[src/verilog/aocr_pkg.sv]
// shared constants for the output configuration register bank
package aocr_pkg;
  localparam logic [7:0] ADDR_CHAN_INDEX = 8'h05;
  localparam logic [7:0] ADDR_SELF_TEST = 8'h0e;
  localparam logic [7:0] ADDR_OFFSET_TRIM = 8'h10;
  localparam logic [7:0] ADDR_OUTPUT_CONFIG = 8'h14;
  localparam logic [7:0] RST_CHAN_INDEX = 8'h03;
  localparam logic [7:0] RST_SELF_TEST = 8'h00;
  localparam logic [7:0] RST_OFFSET_TRIM = 8'h00;
  localparam logic [7:0] RST_OUTPUT_CONFIG = 8'h00;
  localparam int SELF_TEST_RUN_BIT = 0;
  localparam int SELF_TEST_REINIT_BIT = 2;
  localparam int OUT_DISABLE_BIT = 4;
  localparam int OUT_INTERLEAVE_BIT = 5;
  localparam int NUM_CHANNELS = 2;
  typedef enum logic [1:0] {
    AOCR_FMT_OFFSET_BIN = 2'b00,
    AOCR_FMT_TWOS = 2'b01,
    AOCR_FMT_GRAY = 2'b10,
    AOCR_FMT_OFFSET_BIN2 = 2'b11
  } aocr_fmt_t;
  typedef enum logic [1:0] {
    AOCR_LVL_3V3 = 2'b00,
    AOCR_LVL_RSVD1 = 2'b01,
    AOCR_LVL_1V8 = 2'b10,
    AOCR_LVL_RSVD3 = 2'b11
  } aocr_lvl_t;
endpackage : aocr_pkg

[src/verilog/aocr_chan_path.sv]
// per-channel offset correction and output coding
module aocr_chan_path #(
  parameter int DATA_W = 12
) (
  input wire logic sys_clk_in,
  input wire logic rst_in,
  input wire logic [DATA_W-1:0] sample_in,
  input wire logic [7:0] trim_in,
  input wire logic [1:0] format_in,
  output logic [DATA_W-1:0] word_out
);
  localparam logic signed [DATA_W+1:0] MAXV = (DATA_W+2)'((1 << DATA_W) - 1);
  logic signed [DATA_W+1:0] sum;
  logic [DATA_W-1:0] sat;
  logic [DATA_W-1:0] word_d;
  logic [DATA_W-1:0] word_q;

  always_comb begin
    // signed trim added in output lsbs, clamped to the code range
    sum = $signed({2'b00, sample_in}) + (DATA_W+2)'($signed(trim_in));
    if (sum < 0) begin
      sat = '0;
    end else if (sum > MAXV) begin
      sat = '1;
    end else begin
      sat = sum[DATA_W-1:0];
    end
    case (aocr_pkg::aocr_fmt_t'(format_in))
      aocr_pkg::AOCR_FMT_TWOS: word_d = {~sat[DATA_W-1], sat[DATA_W-2:0]};
      aocr_pkg::AOCR_FMT_GRAY: word_d = sat ^ (sat >> 1);
      default: word_d = sat;
    endcase
  end

  always_ff @(posedge sys_clk_in) begin
    if (rst_in) begin
      word_q <= '0;
    end else begin
      word_q <= word_d;
    end
  end

  assign word_out = word_q;
endmodule : aocr_chan_path

[src/verilog/aocr_regs.sv]
// output configuration register bank of a dual-channel converter
module aocr_regs #(
  parameter int DATA_W = 12
) (
  input wire logic sys_clk_in,
  input wire logic rst_in,
  input wire logic wr_en_in,
  input wire logic [7:0] wr_addr_in,
  input wire logic [7:0] wr_data_in,
  input wire logic rd_en_in,
  input wire logic [7:0] rd_addr_in,
  input wire logic [DATA_W-1:0] sample_a_in,
  input wire logic [DATA_W-1:0] sample_b_in,
  output logic [7:0] rd_data_out,
  output logic [DATA_W-1:0] data_a_out,
  output logic [DATA_W-1:0] data_b_out,
  output logic data_a_en_out,
  output logic data_b_en_out,
  output logic [1:0] self_test_start_out,
  output logic [1:0] self_test_reinit_out,
  output logic [1:0] io_level_out
);
  localparam int N = aocr_pkg::NUM_CHANNELS;
  logic [7:0] chan_idx_q, chan_idx_d;
  logic [7:0] st_q [N];
  logic [7:0] st_d [N];
  logic [7:0] trim_q [N];
  logic [7:0] trim_d [N];
  logic [7:0] ocfg_q [N];
  logic [7:0] ocfg_d [N];
  logic [7:0] rd_d, rd_q;
  logic [DATA_W-1:0] word [N];
  logic [DATA_W-1:0] a_d, b_d, a_q, b_q;
  logic a_en_d, b_en_d, a_en_q, b_en_q;
  logic [1:0] start_d, start_q, reinit_d, reinit_q;
  logic [1:0] lvl_d, lvl_q;
  logic phase_q, phase_d;
  logic [0:0] rd_ch;

  // per-channel config banks written only when the index bit is set
  always_comb begin
    chan_idx_d = chan_idx_q;
    if (wr_en_in && wr_addr_in == aocr_pkg::ADDR_CHAN_INDEX) begin
      chan_idx_d = {6'h00, wr_data_in[1:0]};
    end
  end

  for (genvar c = 0; c < N; c++) begin : g_ch
    logic hit;
    always_comb begin
      hit = wr_en_in && chan_idx_q[c];
      st_d[c] = st_q[c];
      trim_d[c] = trim_q[c];
      ocfg_d[c] = ocfg_q[c];
      if (hit && wr_addr_in == aocr_pkg::ADDR_SELF_TEST) begin
        st_d[c] = {5'h00, wr_data_in[2], 1'b0, wr_data_in[0]};
      end
      if (hit && wr_addr_in == aocr_pkg::ADDR_OFFSET_TRIM) begin
        trim_d[c] = wr_data_in;
      end
      if (hit && wr_addr_in == aocr_pkg::ADDR_OUTPUT_CONFIG) begin
        ocfg_d[c] = {wr_data_in[7:4], 1'b0, wr_data_in[2:0]};
      end
    end
    always_ff @(posedge sys_clk_in) begin
      if (rst_in) begin
        st_q[c] <= aocr_pkg::RST_SELF_TEST;
        trim_q[c] <= aocr_pkg::RST_OFFSET_TRIM;
        ocfg_q[c] <= aocr_pkg::RST_OUTPUT_CONFIG;
      end else begin
        st_q[c] <= st_d[c];
        trim_q[c] <= trim_d[c];
        ocfg_q[c] <= ocfg_d[c];
      end
    end
    aocr_chan_path #(.DATA_W(DATA_W)) u_path (
      .sys_clk_in(sys_clk_in),
      .rst_in(rst_in),
      .sample_in(c == 0 ? sample_a_in : sample_b_in),
      .trim_in(trim_q[c]),
      .format_in(ocfg_q[c][1:0]),
      .word_out(word[c])
    );
  end

  // readback shows the first selected channel; bit 0 of the index wins
  always_comb begin
    rd_ch = chan_idx_q[0] ? 1'b0 : 1'b1;
    rd_d = rd_q;
    if (rd_en_in) begin
      case (rd_addr_in)
        aocr_pkg::ADDR_CHAN_INDEX: rd_d = chan_idx_q;
        aocr_pkg::ADDR_SELF_TEST: rd_d = st_q[rd_ch];
        aocr_pkg::ADDR_OFFSET_TRIM: rd_d = trim_q[rd_ch];
        aocr_pkg::ADDR_OUTPUT_CONFIG: rd_d = ocfg_q[rd_ch];
        default: rd_d = 8'h00;
      endcase
    end
  end

  // output stage: disable, interleave, level, self-test start pulse
  always_comb begin
    a_en_d = ~ocfg_q[0][aocr_pkg::OUT_DISABLE_BIT];
    b_en_d = ~ocfg_q[1][aocr_pkg::OUT_DISABLE_BIT];
    a_d = a_en_d ? word[0] : '0;
    b_d = b_en_d ? word[1] : '0;
    if (ocfg_q[0][aocr_pkg::OUT_INTERLEAVE_BIT]) begin
      // interleaved: bus a alternates a then b words, bus b parked
      a_d = phase_q ? (b_en_d ? word[1] : '0) : (a_en_d ? word[0] : '0);
      b_d = '0;
      b_en_d = 1'b0;
      a_en_d = 1'b1;
    end
    // start is a one-cycle pulse on the rising edge of the enable bit
    for (int c = 0; c < N; c++) begin
      start_d[c] = st_q[c][aocr_pkg::SELF_TEST_RUN_BIT] & ~start_q[c] & ~reinit_q[c];
      // armed flag so the pulse fires once per set of the bit
      reinit_d[c] = st_q[c][aocr_pkg::SELF_TEST_RUN_BIT];
    end
    lvl_d = ocfg_q[0][7:6];
    phase_d = ~phase_q;
  end

  always_ff @(posedge sys_clk_in) begin
    if (rst_in) begin
      chan_idx_q <= aocr_pkg::RST_CHAN_INDEX;
      rd_q <= 8'h00;
      a_q <= '0;
      b_q <= '0;
      a_en_q <= 1'b0;
      b_en_q <= 1'b0;
      start_q <= 2'b00;
      reinit_q <= 2'b00;
      lvl_q <= 2'b00;
      phase_q <= 1'b0;
    end else begin
      chan_idx_q <= chan_idx_d;
      rd_q <= rd_d;
      a_q <= a_d;
      b_q <= b_d;
      a_en_q <= a_en_d;
      b_en_q <= b_en_d;
      start_q <= start_d;
      reinit_q <= reinit_d;
      lvl_q <= lvl_d;
      phase_q <= phase_d;
    end
  end

  assign rd_data_out = rd_q;
  assign data_a_out = a_q;
  assign data_b_out = b_q;
  assign data_a_en_out = a_en_q;
  assign data_b_en_out = b_en_q;
  assign self_test_start_out = start_q;
  assign self_test_reinit_out = {st_q[1][aocr_pkg::SELF_TEST_REINIT_BIT], st_q[0][aocr_pkg::SELF_TEST_REINIT_BIT]};
  assign io_level_out = lvl_q;
endmodule : aocr_regs
[config.mk]
export PLATFORM = sky130hd
export DESIGN_NAME = aocr_regs
export DESIGN_NICKNAME = d
export VERILOG_FILES = /design/src/verilog/aocr_pkg.sv /design/src/verilog/aocr_chan_path.sv /design/src/verilog/aocr_regs.sv
export SDC_FILE = /design/constraint.sdc
export NUM_CORES = 1
export LEC_CHECK = 0
export BUFFER_PORTS_ARGS = -buffer_cell sky130_fd_sc_hd__buf_4
export CAP_MARGIN = 25
export CORE_MARGIN = 5
export CORE_UTILIZATION = 53
export CTS_BUF_LIST = sky130_fd_sc_hd__clkbuf_2 sky130_fd_sc_hd__clkbuf_4 sky130_fd_sc_hd__clkbuf_8
export DETAILED_ROUTE_END_ITERATION = 6
export GPL_TIMING_DRIVEN = 0
export PLACE_DENSITY = 0.78
export SLEW_MARGIN = 20
export SYNTH_ARGS = -nofsm -noshare
export SYNTH_HDL_FRONTEND = slang
export SYNTH_SLANG_ARGS = --single-unit
[constraint.sdc]
create_clock -name sys_clk_in -period 2.7 [get_ports sys_clk_in]
set_clock_uncertainty 0.2 [all_clocks]
set_input_delay 0.27 -clock sys_clk_in [delete_from_list [all_inputs] [get_ports sys_clk_in]]
set_output_delay 0.27 -clock sys_clk_in [all_outputs]
set_load 0.05 [all_outputs]
# [Word level (Yosys, flattened, before mapping)]
# Memory sizes are Yosys's and may differ from the RTL's.
# Cells that the tools add are included.
[classes] add_sub_neg=2 order_cmp=4 eq_ne=12 mux=28 bitwise_logic=21 reduce_logical=10
[ops] operator="12-bit 2-to-1 mux" n=8
[ops] operator="8-bit 2-to-1 mux" n=12
[ops] operator="12-bit one-hot mux with 2 select lines" n=2
[ops] operator="8-bit by 5-bit equality test with 1-bit output, second input constant" n=4
[ops] operator="8-bit one-hot mux with 4 select lines" n=1
[ops] operator="13-bit by 8-bit adder with 14-bit output" n=2
[ops] operator="14-bit by 13-bit > comparator with 1-bit output, second input constant" n=2
[ops] operator="14-bit by 1-bit < comparator with 1-bit output, second input constant" n=2
[ops] operator="12-bit by 11-bit bitwise XOR with 12-bit output" n=2
[ops] operator="8-bit by 3-bit equality test with 1-bit output, second input constant" n=2
[ops] operator="8-bit by 4-bit equality test with 1-bit output, second input constant" n=2
[ops] operator="1-bit logical AND" n=9
[ops] operator="1-bit NOT" n=9
[ops] operator="1-bit bitwise OR" n=6
[ops] operator="1-bit 2-to-1 mux" n=5
[ops] operator="1-bit bitwise AND" n=4
[ops] operator="2-bit by 1-bit equality test with 1-bit output, second input constant" n=2
[ops] operator="2-bit equality test, second input constant" n=2
[ops] operator="2-bit OR reduction" n=1
[word_totals] reg_bits=67 ramBits=48 in_bits=52 out_inout_bits=40 word_cells=92 memories=3
[memory_table] name="ocfg_q" words=2 width=8 read_ports=3 rd_ports_with_merged_regs=0 write_ports=2 line_no="aocr_regs.sv:29" rtl="logic [7:0] ocfg_q [N];"
[memory_table] name="st_q" words=2 width=8 read_ports=3 rd_ports_with_merged_regs=0 write_ports=2 line_no="aocr_regs.sv:25" rtl="logic [7:0] st_q [N];"
[memory_table] name="trim_q" words=2 width=8 read_ports=3 rd_ports_with_merged_regs=0 write_ports=2 line_no="aocr_regs.sv:27" rtl="logic [7:0] trim_q [N];"

# [Depth between registers and ports, before layout]
# Gate-level depths: netlist (run 1).
# An unclocked memory read counts as a cell.
[depth] depth_word=7 depth_mapped=12 depth_no_buf=11

# [Modules after synthesis]
# A second synthesis (run 1) with hierarchy kept.
[hier_totals] hier_cells=590 hier_area_um2=5695.5
[by_module_without_submodules] mod="aocr_regs" n_inst=1 cells_each=282 area_per_inst_um2=3017.9 seq_area_each_um2=1541.5
[by_module_without_submodules] mod="aocr_chan_path" n_inst=2 cells_each=154 area_per_inst_um2=1338.8 seq_area_each_um2=240.2

# [Worst setup path before layout (run 1)]
# OpenSTA, ideal clock, no wires.
[synth_path] path_kind="flip-flop to flip-flop" start="memory trim_q[1][0]" end="register g_ch[1].u_path.word_q[5]" setup_time_ps=74 arrival_time_ps=2721 required_ps=2426 setup_slack_ps=-295 path_stages_with_launch=12 n_path_buf=1 period_less_slack_ps=2995 cell_sequence="dfxtp_1 -> ha_1 -> fa_1 -> a21o_1 -> a31o_4 -> a211oi_4 -> o32ai_4 -> mux2i_1 -> and2_1 -> buf_6 -> or3_1 -> a31oi_1"
[synth_rtl] element="start: declaration" line_no="aocr_regs.sv:27"
[synth_rtl] element="end signal: assignment" line_no="aocr_chan_path.sv:39" rtl="word_q <= word_d;"
[synth_rtl] element="end: declaration" line_no="aocr_chan_path.sv:16" rtl="logic [DATA_W-1:0] word_q;"

==> results of run 1 <==
-- final timing paths --
| path | depth (start not counted) | slack (ns) | startpoint | end |
|---|---|---|---|---|
| worst max-delay path | 10 | -0.28 | trim_q[1][0]$_SDFFE_PP0P_ | g_ch[1].u_path.word_out[1]$_SDFF_PP0_ |
| worst min-delay path | 2 | 0.03 | rst_in | reinit_q[0]$_SDFF_PP0_ |
| worst max register to register | 10 | -0.28 | trim_q[1][0]$_SDFFE_PP0P_ | g_ch[1].u_path.word_out[1]$_SDFF_PP0_ |
| worst min register to register | 1 | 0.19 | reinit_q[1]$_SDFF_PP0_ | self_test_start_out[1]$_SDFF_PP0_ |
-- power by group through the flow --
stage          clock [mW]  combinational [mW]  sequential [mW]
6_report            0.898               0.421             1.54
5_1_grt             0.972               0.449             1.55
4_1_cts             0.903               0.401             1.54
3_5_place_dp            0               0.363             1.58
3_3_place_gp            0               0.356             1.58
2_1_floorplan           0               0.161             1.63
-- area by class of cell --
class	instances	area share [%]
multi-input cells	490	51.7
clock inverters	6	0.684
clock buffers	10	1.75
well taps	136	2.27
flip-flops and latches	101	27.2
inverters	20	1.00
repair buffers	133	14.2
plain buffers	22	1.25
-- worst max-delay path, delay by kind of cell, from the launching register on --
kind / cells / cell delay, ns
mux: 1 / 0.30
flops: 1 / 0.37
buf+inv: 1 / 0.15
compound gates: 5 / 0.96
simple gates: 1 / 0.41
fa+ha+maj: 2 / 0.51
-- registers in the layout (all words and copies together) (netlist names) --
register              flops
data_b_out               12
self_test_start_out       2
phase_q                   1
data_a_en_out             1
rd_data_out               8
ocfg_q                   14
reinit_q                  2
io_level_out              2
data_b_en_out             1
st_q                      4
chan_idx_q                2
g_ch.u_path.word_out     24
data_a_out               12
trim_q                   16
-- timing repair --
item	CTS	global route
hold buffers	9	0
endpoints found under the setup margin	24	24
pin swaps	33	28
hold endpoints to repair	25	0
gates resized for setup	84	31
setup buffers	25	9
cloned	1	0
-- cell usage in the layout, fill, tap and decap left out, drive strengths merged, types with 3 or more instances in the layout --
cell / n
nor2: 91
a22oi: 3
nor2b: 11
buf: 130
dfxtp: 101
o21a: 5
nand4: 3
a31o: 3
clkbuf: 26
mux4: 5
dlygate4sd3: 9
a211oi: 6
or3: 4
and3: 6
nor3b: 5
o22ai: 7
nand2b: 11
ha: 30
a21oi: 55
or2: 4
a31oi: 4
nand2: 25
xnor2: 14
o211ai: 6
mux2i: 39
o21ai: 22
nand3b: 27
xor2: 9
nor3: 7
a211o: 4
o32ai: 4
mux2: 6
and2: 16
nand3: 19
inv: 24
a21o: 10
-- per-layer routing --
layer / routed length, um / share of wire (%) / GRT usage [%] / vias up
met1: 6790 / 42 / 32.1 / 2538
li1: - / - / - / 2563
met3: 1170 / 7.2 / 4.49 / 46
met4: 555 / 3.4 / 9.05 / 0
met5: 0 / 0 / 0 / -
met2: 7740 / 48 / 40.3 / 234
-- stage by stage --
step	util, %	total power, mW	instance area, um2
final	72.7	2.86	7500
after global routing	72.7	2.97	7500
after CTS	70.7	2.85	7300
after detailed placement	62.8	1.94	6480
after global placement	62.8	1.93	6480
after floorplan	-	1.80	5640
-- cells by family (layout without fill, tap and decap cells) --
kind of cell,after synthesis,count (layout),share of synthesized area (%)
compound gates,150,150,18.3
xor+xnor,23,23,3.59
fa+ha+maj,32,32,7.40
buf+inv,43,191,3.03
flops,101,101,36.0
mux,50,50,10.2
simple gates,235,235,21.4
==> flow_metrics.env, run 1 <==
export IMPL_outcome="finished, violations left"
export IMPL_violations="negative setup slack"
export IMPL_route_detailed_drc=0
export IMPL_gp_congestion=0.874
export IMPL_cp_slowest_cell="or3_4"
export IMPL_fp_dieH_um=113
export IMPL_synth_top_cell_area_share_pct=36.0
export IMPL_fin_crit_ns=2.98
export IMPL_synthTopCellsByArea="dfxtp_1 36%, mux2i_1 7.0%, ha_1 6.7%, nor2_1 6.1%, a21oi_1 4.9%"
export IMPL_cts_sinks=101
export IMPL_post_place_ws_ns=-0.403
export IMPL_final_cells=918
export IMPL_worst_setup_path_end_kind="register"
export IMPL_p_sw_share_pct=27.8
export IMPL_synth_net_count=718
export IMPL_cts_buffers=9
export IMPL_syn_inst=634
export IMPL_ios=92
export IMPL_worstPathRequired_ns=2.78
export IMPL_timing_max_cap_violations=0
export IMPL_post_drt_wl_per_cell_um=17.7
export IMPL_multi_input_area_um2=3880
export IMPL_grtUsageTotal_pct=24.5
export IMPL_cts_tree="yes"
export IMPL_drt_iter0_markers=443
export IMPL_rsz0062_at_grt="true"
export IMPL_crit_path_max_fanout=5
export IMPL_hpwlAfterDp_um=11600
export IMPL_yosysMostFrequentCell="dfxtp_1"
export IMPL_nNetsFinal=861
export IMPL_finalHoldWorstSlack_ns=0.0260
export IMPL_fmax_mhz=336
export IMPL_viasPerCell=5.86
export IMPL_yosys_area_top_type="dfxtp_1"
export IMPL_h_tree_depth=3
export IMPL_cts_buffer_depth=2
export IMPL_drtPass1Iterations=7
export IMPL_syn_area_um2=5610
export IMPL_p_comb_share_pct=14.7
export IMPL_ys_flop_type="dfxtp_1"
export IMPL_critPathArrivalTime_ns=3.06
export IMPL_syn_area_per_cell_um2=8.85
export IMPL_worstSetupPathType="register to register"
export IMPL_period_share_pct=110
export IMPL_ff_latch_area_um2=2040
export IMPL_grt_first_pass_wirelength_um=25500
export IMPL_slew_headroom_pct=44.6
export IMPL_synth_seq_area_share_pct=36.0
export IMPL_cts_clk_slew_worst_paths_ns=0.10
export IMPL_dp_cells=860
export IMPL_portBuffers=90
export IMPL_drv_slew=0
export IMPL_p_clk_share_pct=31.4
export IMPL_fp_dieW_um=113
export IMPL_hold_violations=0
export IMPL_power_density_nw_per_um2=381
export IMPL_grt_pass1_vias=5166
export IMPL_vias=5381
export IMPL_drive_gt1_share_pct=30.3
export IMPL_fillers=719
export IMPL_path_cells="ha_4 -> fa_2 -> a21o_1 -> a31o_4 -> a211oi_4 -> o32ai_4 -> buf_6 -> mux2_4 -> or3_4 -> o211ai_1"
export IMPL_hp_class="primary input to register"
export IMPL_vdd_drop_max_mv=0.277
export IMPL_async_reset_ff_share_pct=0
export IMPL_drtAntennaViolNets=0
export IMPL_synth_edf_count=0
export IMPL_intPower_mw=2.07
export IMPL_floorplan_initialDensity_pct=54.3
export IMPL_grt_max_degree=19
export IMPL_tns_ns=-4.07
export IMPL_grt_antenna_before_repair=0
export IMPL_finalWirelength_um=16300
export IMPL_coreArea_um2=10300
export IMPL_tightest_slew_ns=0.832
export IMPL_root_buffer="clkbuf_8"
export IMPL_dieArea_um2=12700
export IMPL_synth_cell_types=64
export IMPL_synth_commonest_cells="101 x dfxtp_1, 91 x nor2_1, 55 x a21oi_1"
export IMPL_insertedDiodeCount=0
export IMPL_finalSetupViolCount=23
export IMPL_fin_ws_ns=-0.278
export IMPL_clk_latency_ns=0.37
export IMPL_synth_seq_cells=101
export IMPL_critPathMaxStageDelay_ns=0.41
export IMPL_p_sw_uw=794
export IMPL_num_rows=37
export IMPL_start_kind="register"
export IMPL_syn_to_final_growth_pct=33.7
export IMPL_p_leak_nw=3.30
export IMPL_ys_warn_count=0
export IMPL_grt_overflow=0
export IMPL_p_seq_share_pct=53.9
Power figures use the tool's default switching activity.
==> run 2, diff against run 1 <==
--- a/config.mk
+++ b/config.mk
@@ -8,11 +8,11 @@
 export BUFFER_PORTS_ARGS = -buffer_cell sky130_fd_sc_hd__buf_4
 export CAP_MARGIN = 25
 export CORE_MARGIN = 5
-export CORE_UTILIZATION = 53
+export CORE_UTILIZATION = 40
 export CTS_BUF_LIST = sky130_fd_sc_hd__clkbuf_2 sky130_fd_sc_hd__clkbuf_4 sky130_fd_sc_hd__clkbuf_8
 export DETAILED_ROUTE_END_ITERATION = 6
 export GPL_TIMING_DRIVEN = 0
-export PLACE_DENSITY = 0.78
+export PLACE_DENSITY = 0.61
 export SLEW_MARGIN = 20
 export SYNTH_ARGS = -nofsm -noshare
 export SYNTH_HDL_FRONTEND = slang
==> run 2 against run 1 <==
  * The flow still finishes with violations (negative setup slack)
  * Sequential power barely moved
  * Final cell count rose by 5.0%
  * Maximum frequency rose by 3.6%
  * Count of clock-buffer cells in the layout is 1 lower
  * Critical endpoint is now g_ch[1].u_path.word_out[8]$_SDFF_PP0_
  * Largest cell class unchanged
  * Highest routed layer unchanged
==> flow_metrics.env, run 2 (synthesis gave the netlist of run 1 again) <==
export IMPL_fmax_mhz=348
export IMPL_grt_pass1_vias=5082
export IMPL_largest_register_ffs=24
export IMPL_drtPass1Iterations=5
export IMPL_ios=92
export IMPL_fp_dieW_um=128
export IMPL_grtUsageTotal_pct=19.5
export IMPL_drive_gt1_share_pct=31.5
export IMPL_clk_latency_ns=0.37
export IMPL_vias=5259
export IMPL_hold_violations=0
export IMPL_r2r_slack_ns=-0.18
export IMPL_coreArea_um2=13800
export IMPL_num_rows=43
export IMPL_h_tree_depth=3
export IMPL_violations="negative setup slack"
export IMPL_rsz0062_at_grt="true"
export IMPL_outcome="finished, violations left"
export IMPL_p_leak_nw=3.31
export IMPL_period_share_pct=107
export IMPL_slew_headroom_pct=51.1
export IMPL_worstPathRequired_ns=2.78
export IMPL_final_cell_mix="118 x buf_4, 92 x dfxtp_1, 82 x nor2_1, 43 x a21oi_1, 37 x mux2i_1"
export IMPL_p_sw_uw=802
export IMPL_tns_ns=-2.16
export IMPL_drt_iter0_markers=370
export IMPL_insertedDiodeCount=0
export IMPL_post_place_ws_ns=-0.514
export IMPL_floorplan_initialDensity_pct=40.6
export IMPL_rr_worst_depth=9
export IMPL_p_sw_share_pct=28.1
export IMPL_grt_first_pass_wirelength_um=25700
export IMPL_cts_clk_slew_worst_paths_ns=0.10
export IMPL_p_total_mw=2.86
export IMPL_syn_to_final_growth_pct=36.1
export IMPL_start_kind="register"
export IMPL_hold_depth=3
export IMPL_viasPerCell=5.46
export IMPL_cts_tree="yes"
export IMPL_fin_crit_ns=2.88
export IMPL_worst_setup_path_end_kind="register"
export IMPL_timing_max_cap_violations=0
export IMPL_worstSetupPathType="register to register"
export IMPL_p_seq_share_pct=53.9
export IMPL_portBuffers=90
export IMPL_final_cells=964
export IMPL_cts_sinks=101
export IMPL_hpwlAfterDp_um=12400
export IMPL_root_buffer="clkbuf_8"
export IMPL_cts_buffer_depth=2
export IMPL_reg2reg_from="trim_q[1][0]$_SDFFE_PP0P_"
export IMPL_dieArea_um2=16500
export IMPL_tightest_slew_ns=0.733
export IMPL_vdd_drop_max_mv=0.276
export IMPL_grt_antenna_before_repair=0
export IMPL_finalWirelength_um=16600
export IMPL_hp_start="rd_addr_in[0]"
export IMPL_hp_class="primary input to register"
export IMPL_dp_cells=904
export IMPL_intPower_mw=2.05
export IMPL_fp_dieH_um=128
export IMPL_gp_congestion=0.891
export IMPL_hold_end="rd_data_out[1]$_SDFFE_PP0P_"
export IMPL_cts_buffers=9
export IMPL_drtAntennaViolNets=0
export IMPL_critPathArrivalTime_ns=2.95
export IMPL_post_drt_wl_per_cell_um=17.3
export IMPL_final_core_util_pct=55.2
export IMPL_route_detailed_drc=0
export IMPL_drv_slew=0
export IMPL_power_density_nw_per_um2=374
export IMPL_grt_max_degree=19
export IMPL_layout_commonest_cell="buf_4"
export IMPL_fin_ws_ns=-0.176
export IMPL_p_clk_share_pct=31.2
export IMPL_nNetsFinal=864
export IMPL_p_comb_share_pct=14.9
export IMPL_finalSetupViolCount=23
export IMPL_r2r_end="g_ch[1].u_path.word_out[8]$_SDFF_PP0_"
export IMPL_crit_path_max_fanout=5
export IMPL_grt_overflow=0
-- run 2: changes by cell type in the layout (fill, tap and decap cells not counted), moves of 2 or more --
cell,delta
xnor2_2,+2
nand2_1,+2
dfxtp_1,-2
dfxtp_4,+3
clkinv_4,+2
a211oi_1,-2
buf_4,+4
a211oi_2,+2
nor2_2,+2
-- run 2: through the flow --
stage / instance area [um2] / hold slack (ns)
after global routing: 7630 / 0.0214
after CTS: 7260 / 0.0152
after global placement: 6540 / 0.179
after floorplan: 5640 / 0.149
final: 7630 / 0.0300
after detailed placement: 6540 / 0.184
-- run 2: how the worst max path moves through the flow --
stage	startpoint	endpoint	depth (start not counted)
finish	trim_q[1][0]$_SDFFE_PP0P_	g_ch[1].u_path.word_out[8]$_SDFF_PP0_	9
CTS	trim_q[1][0]$_SDFFE_PP0P_	g_ch[1].u_path.word_out[8]$_SDFF_PP0_	9
floorplan	trim_q[1][0]$_SDFFE_PP0P_	g_ch[1].u_path.word_out[5]$_SDFF_PP0_	11
global placement	trim_q[1][7]$_SDFFE_PP0P_	g_ch[1].u_path.word_out[0]$_SDFF_PP0_	9
detailed placement	trim_q[1][7]$_SDFFE_PP0P_	g_ch[1].u_path.word_out[0]$_SDFF_PP0_	9
global route	trim_q[1][0]$_SDFFE_PP0P_	g_ch[1].u_path.word_out[1]$_SDFF_PP0_	9
-- run 2: per-layer routing --
metal | routed length (um) | vias to the layer above | GRT usage (%)
li1 | - | 2578 | -
met1 | 7190 | 2499 | 25.3
met2 | 7980 | 152 | 32.7
met3 | 943 | 30 | 2.78
met4 | 516 | 0 | 7.55
met5 | 0 | - | 0
-- run 2: what timing repair did --
item | CTS | global route
endpoints found under the hold margin | 33 | 0
cloned | 1 | 0
hold buffers | 10 | 0
resized for setup | 70 | 59
setup buffers | 23 | 12
pin swaps | 47 | 42
setup endpoints to repair | 24 | 31
-- run 2: worst max-delay path, cell delays in order, from the launching register on --
cell and delay [ns]:
dfxtp_4 0.37, ha_4 0.16, fa_2 0.34, a21o_1 0.20, a31o_4 0.25, a211oi_4 0.26
o32ai_4 0.15, mux2_4 0.34, or3_4 0.41, o211ai_1 0.11
-- run 2: power groups by stage --
| stage | clock network (mW) | logic (mW) | registers [mW] |
|---|---|---|---|
| after floorplan | 0 | 0.161 | 1.63 |
| after global placement | 0 | 0.362 | 1.58 |
| after detailed placement | 0 | 0.369 | 1.58 |
| after CTS | 0.916 | 0.403 | 1.54 |
| after global routing | 0.983 | 0.458 | 1.54 |
| final | 0.891 | 0.425 | 1.54 |
-- run 2: area by class of cell --
cell class | count | area, um2
Fill cell | 1234 | 6190
Multi-Input combinational cell | 490 | 3940
Sequential cell | 101 | 2050
Timing Repair Buffer | 136 | 1080
Tap cell | 180 | 225
Clock buffer | 9 | 124
Buffer | 22 | 95.1
Inverter | 20 | 75.1
Clock inverter | 6 | 55.1
==> run 3, diff against run 2 <==
==> constraint.sdc (replaced) <==
create_clock -name sys_clk_in -period 2.7 [get_ports sys_clk_in]
set_clock_uncertainty 0.2 [all_clocks]
set_input_delay 0 -clock sys_clk_in [delete_from_list [all_inputs] [get_ports sys_clk_in]]
set_output_delay 0 -clock sys_clk_in [all_outputs]
set_load 0.05 [all_outputs]
==> run 3 against run 2 <==
  * The run still ends with negative setup slack left
  * Core utilization is 0.81 points higher
  * Via count is 1.5% higher
  * Routed wire length is 2.3% higher
  * Sequential share of layout area is 0.39 points lower
  * First-iteration DRC count is 3.8% higher
  * Count of clock-buffer cells in the layout stayed put
  * Sequential power hardly changed
  * Power is 0.76% higher
  * Critical endpoint unchanged
  * Largest cell class unchanged
  * Highest routed layer unchanged
==> flow_metrics.env, run 3 (synthesis gave the netlist of run 1 again) <==
export IMPL_outcome="finished, violations left"
export IMPL_violations="negative setup slack"
export IMPL_cts_buffer_depth=2
export IMPL_fmax_mhz=348
export IMPL_hp_class="primary input to register"
export IMPL_worstSetupPathType="register to register"
export IMPL_cts_tree="yes"
export IMPL_fillers=1206
export IMPL_final_cells=976
export IMPL_drtAntennaViolNets=0
export IMPL_grt_busiest_layer="met2"
export IMPL_finalWirelength_um=17000
export IMPL_cts_buffers=9
export IMPL_p_leak_nw=3.35
export IMPL_p_clk_share_pct=31.1
export IMPL_hpwlAfterDp_um=12400
export IMPL_timing_max_cap_violations=0
export IMPL_reg2reg_from="trim_q[1][0]$_SDFFE_PP0P_"
export IMPL_hold_violations=0
export IMPL_cts_sinks=101
export IMPL_rsz0062_at_grt="true"
export IMPL_layout_commonest_cell="buf_4"
export IMPL_drtPass1Iterations=5
export IMPL_h_tree_depth=3
export IMPL_timing_critical_path_from="trim_q[1][0]$_SDFFE_PP0P_"
export IMPL_largest_register_ffs=24
export IMPL_cp_slowest_cell="or3_4"
export IMPL_final_core_util_pct=56.0
export IMPL_p_sw_share_pct=28.2
export IMPL_start_kind="register"
export IMPL_nNetsFinal=876
export IMPL_p_total_mw=2.88
export IMPL_critPathArrivalTime_ns=2.95
export IMPL_met3_usage_pct=2.78
export IMPL_route_detailed_drc=0
export IMPL_drive_gt1_share_pct=29.9
export IMPL_p_comb_share_pct=15.3
export IMPL_num_rows=43
export IMPL_use_met1_pct=25.6
export IMPL_critPathMaxStageDelay_ns=0.41
export IMPL_fp_dieW_um=128
export IMPL_gp_congestion=0.891
export IMPL_insertedDiodeCount=0
export IMPL_grt_first_pass_wirelength_um=26100
export IMPL_clk_latency_ns=0.37
export IMPL_vias=5337
export IMPL_tightest_slew_ns=0.731
export IMPL_drv_slew=0
export IMPL_fin_ws_ns=-0.176
export IMPL_slew_headroom_pct=51.3
export IMPL_syn_to_final_growth_pct=38.0
export IMPL_power_density_nw_per_um2=371
export IMPL_root_buffer="clkbuf_8"
export IMPL_crit_path_max_fanout=5
export IMPL_path_cells="ha_4 -> fa_2 -> a21o_1 -> a31o_4 -> a211oi_4 -> o32ai_4 -> mux2_4 -> or3_4 -> o211ai_1"
export IMPL_portBuffers=90
export IMPL_p_sw_uw=811
export IMPL_period_share_pct=107
export IMPL_post_drt_wl_per_cell_um=17.4
export IMPL_use_met2_pct=33.0
export IMPL_fin_crit_ns=2.88
export IMPL_grt_antenna_before_repair=0
export IMPL_grt_overflow=0
export IMPL_dp_cells=904
export IMPL_dieArea_um2=16500
export IMPL_tns_ns=-2.13
export IMPL_vdd_drop_max_mv=0.281
export IMPL_hp_start="sample_a_in[0]"
export IMPL_grtUsageTotal_pct=19.8
export IMPL_p_seq_share_pct=53.5
export IMPL_worst_setup_path_end_kind="register"
export IMPL_fp_dieH_um=128
export IMPL_coreArea_um2=13800
export IMPL_cts_clk_slew_worst_paths_ns=0.10
export IMPL_worstPathRequired_ns=2.78
export IMPL_drt_iter0_markers=384
export IMPL_ios=92
export IMPL_grt_pass1_vias=5195
export IMPL_floorplan_initialDensity_pct=40.6
export IMPL_intPower_mw=2.07
export IMPL_final_cell_mix="116 x buf_4, 92 x dfxtp_1, 84 x nor2_1, 43 x a21oi_1, 37 x mux2i_1"
export IMPL_grt_max_degree=19
export IMPL_finalSetupViolCount=22
export IMPL_viasPerCell=5.47
-- run 3: cell type report --
type / instances / area [um2] / area share (%)
buffer: 22 / 93.8 / 1.21
clock buffer: 9 / 124 / 1.60
clock inverter: 6 / 55.1 / 0.711
inverter: 20 / 75.1 / 0.969
multi-input combinational: 490 / 3930 / 50.7
sequential: 101 / 2050 / 26.4
tap: 180 / 225 / 2.91
timing repair buffer: 148 / 1200 / 15.5
-- run 3: what timing repair did --
action,in CTS,in global routing
resized for setup,70,50
pin swaps,47,39
setup endpoints to repair,24,24
endpoints found under the hold margin,62,0
setup buffers,23,7
gates cloned,1,0
hold buffers,27,0
-- run 3: power groups by stage --
stage	Combinational, mW	Clock [mW]	Sequential [mW]
CTS	0.419	0.916	1.54
floorplan	0.161	0	1.63
global route	0.474	0.986	1.54
finish	0.441	0.896	1.54
global placement	0.362	0	1.58
detailed placement	0.369	0	1.58
-- run 3: metal layers --
layer	vias up	wire [um]
met5	-	0
met4	0	637
met3	38	941
met2	178	8060
met1	2527	7370
li1	2594	-
-- run 3: stage by stage --
step	setup WS, ns	hold slack (ns)	cell area (um2)
finish	-0.176	0.0694	7740
detailed placement	-0.514	0.0589	6540
global route	-0.253	0.0481	7740
floorplan	-0.0978	-0.121	5640
global placement	-0.404	0.0514	6540
CTS	-0.276	0.0124	7430
-- run 3: worst max-delay path, delay by kind of cell (launching register included) --
family | cells | cell delay, ns
compound gates | 5 | 0.98
fa+ha+maj | 2 | 0.50
flops | 1 | 0.37
mux | 1 | 0.34
simple gates | 1 | 0.41
-- run 3: path summary, 6_finish.rpt --
check | end | slack, ns | depth (start not counted)
worst max-delay path | g_ch[1].u_path.word_out[8]$_SDFF_PP0_ | -0.18 | 9
worst min-delay path | g_ch[0].u_path.word_out[0]$_SDFF_PP0_ | 0.07 | 5
worst max register to register | g_ch[1].u_path.word_out[8]$_SDFF_PP0_ | -0.18 | 9
worst min register to register | self_test_start_out[0]$_SDFF_PP0_ | 0.18 | 1
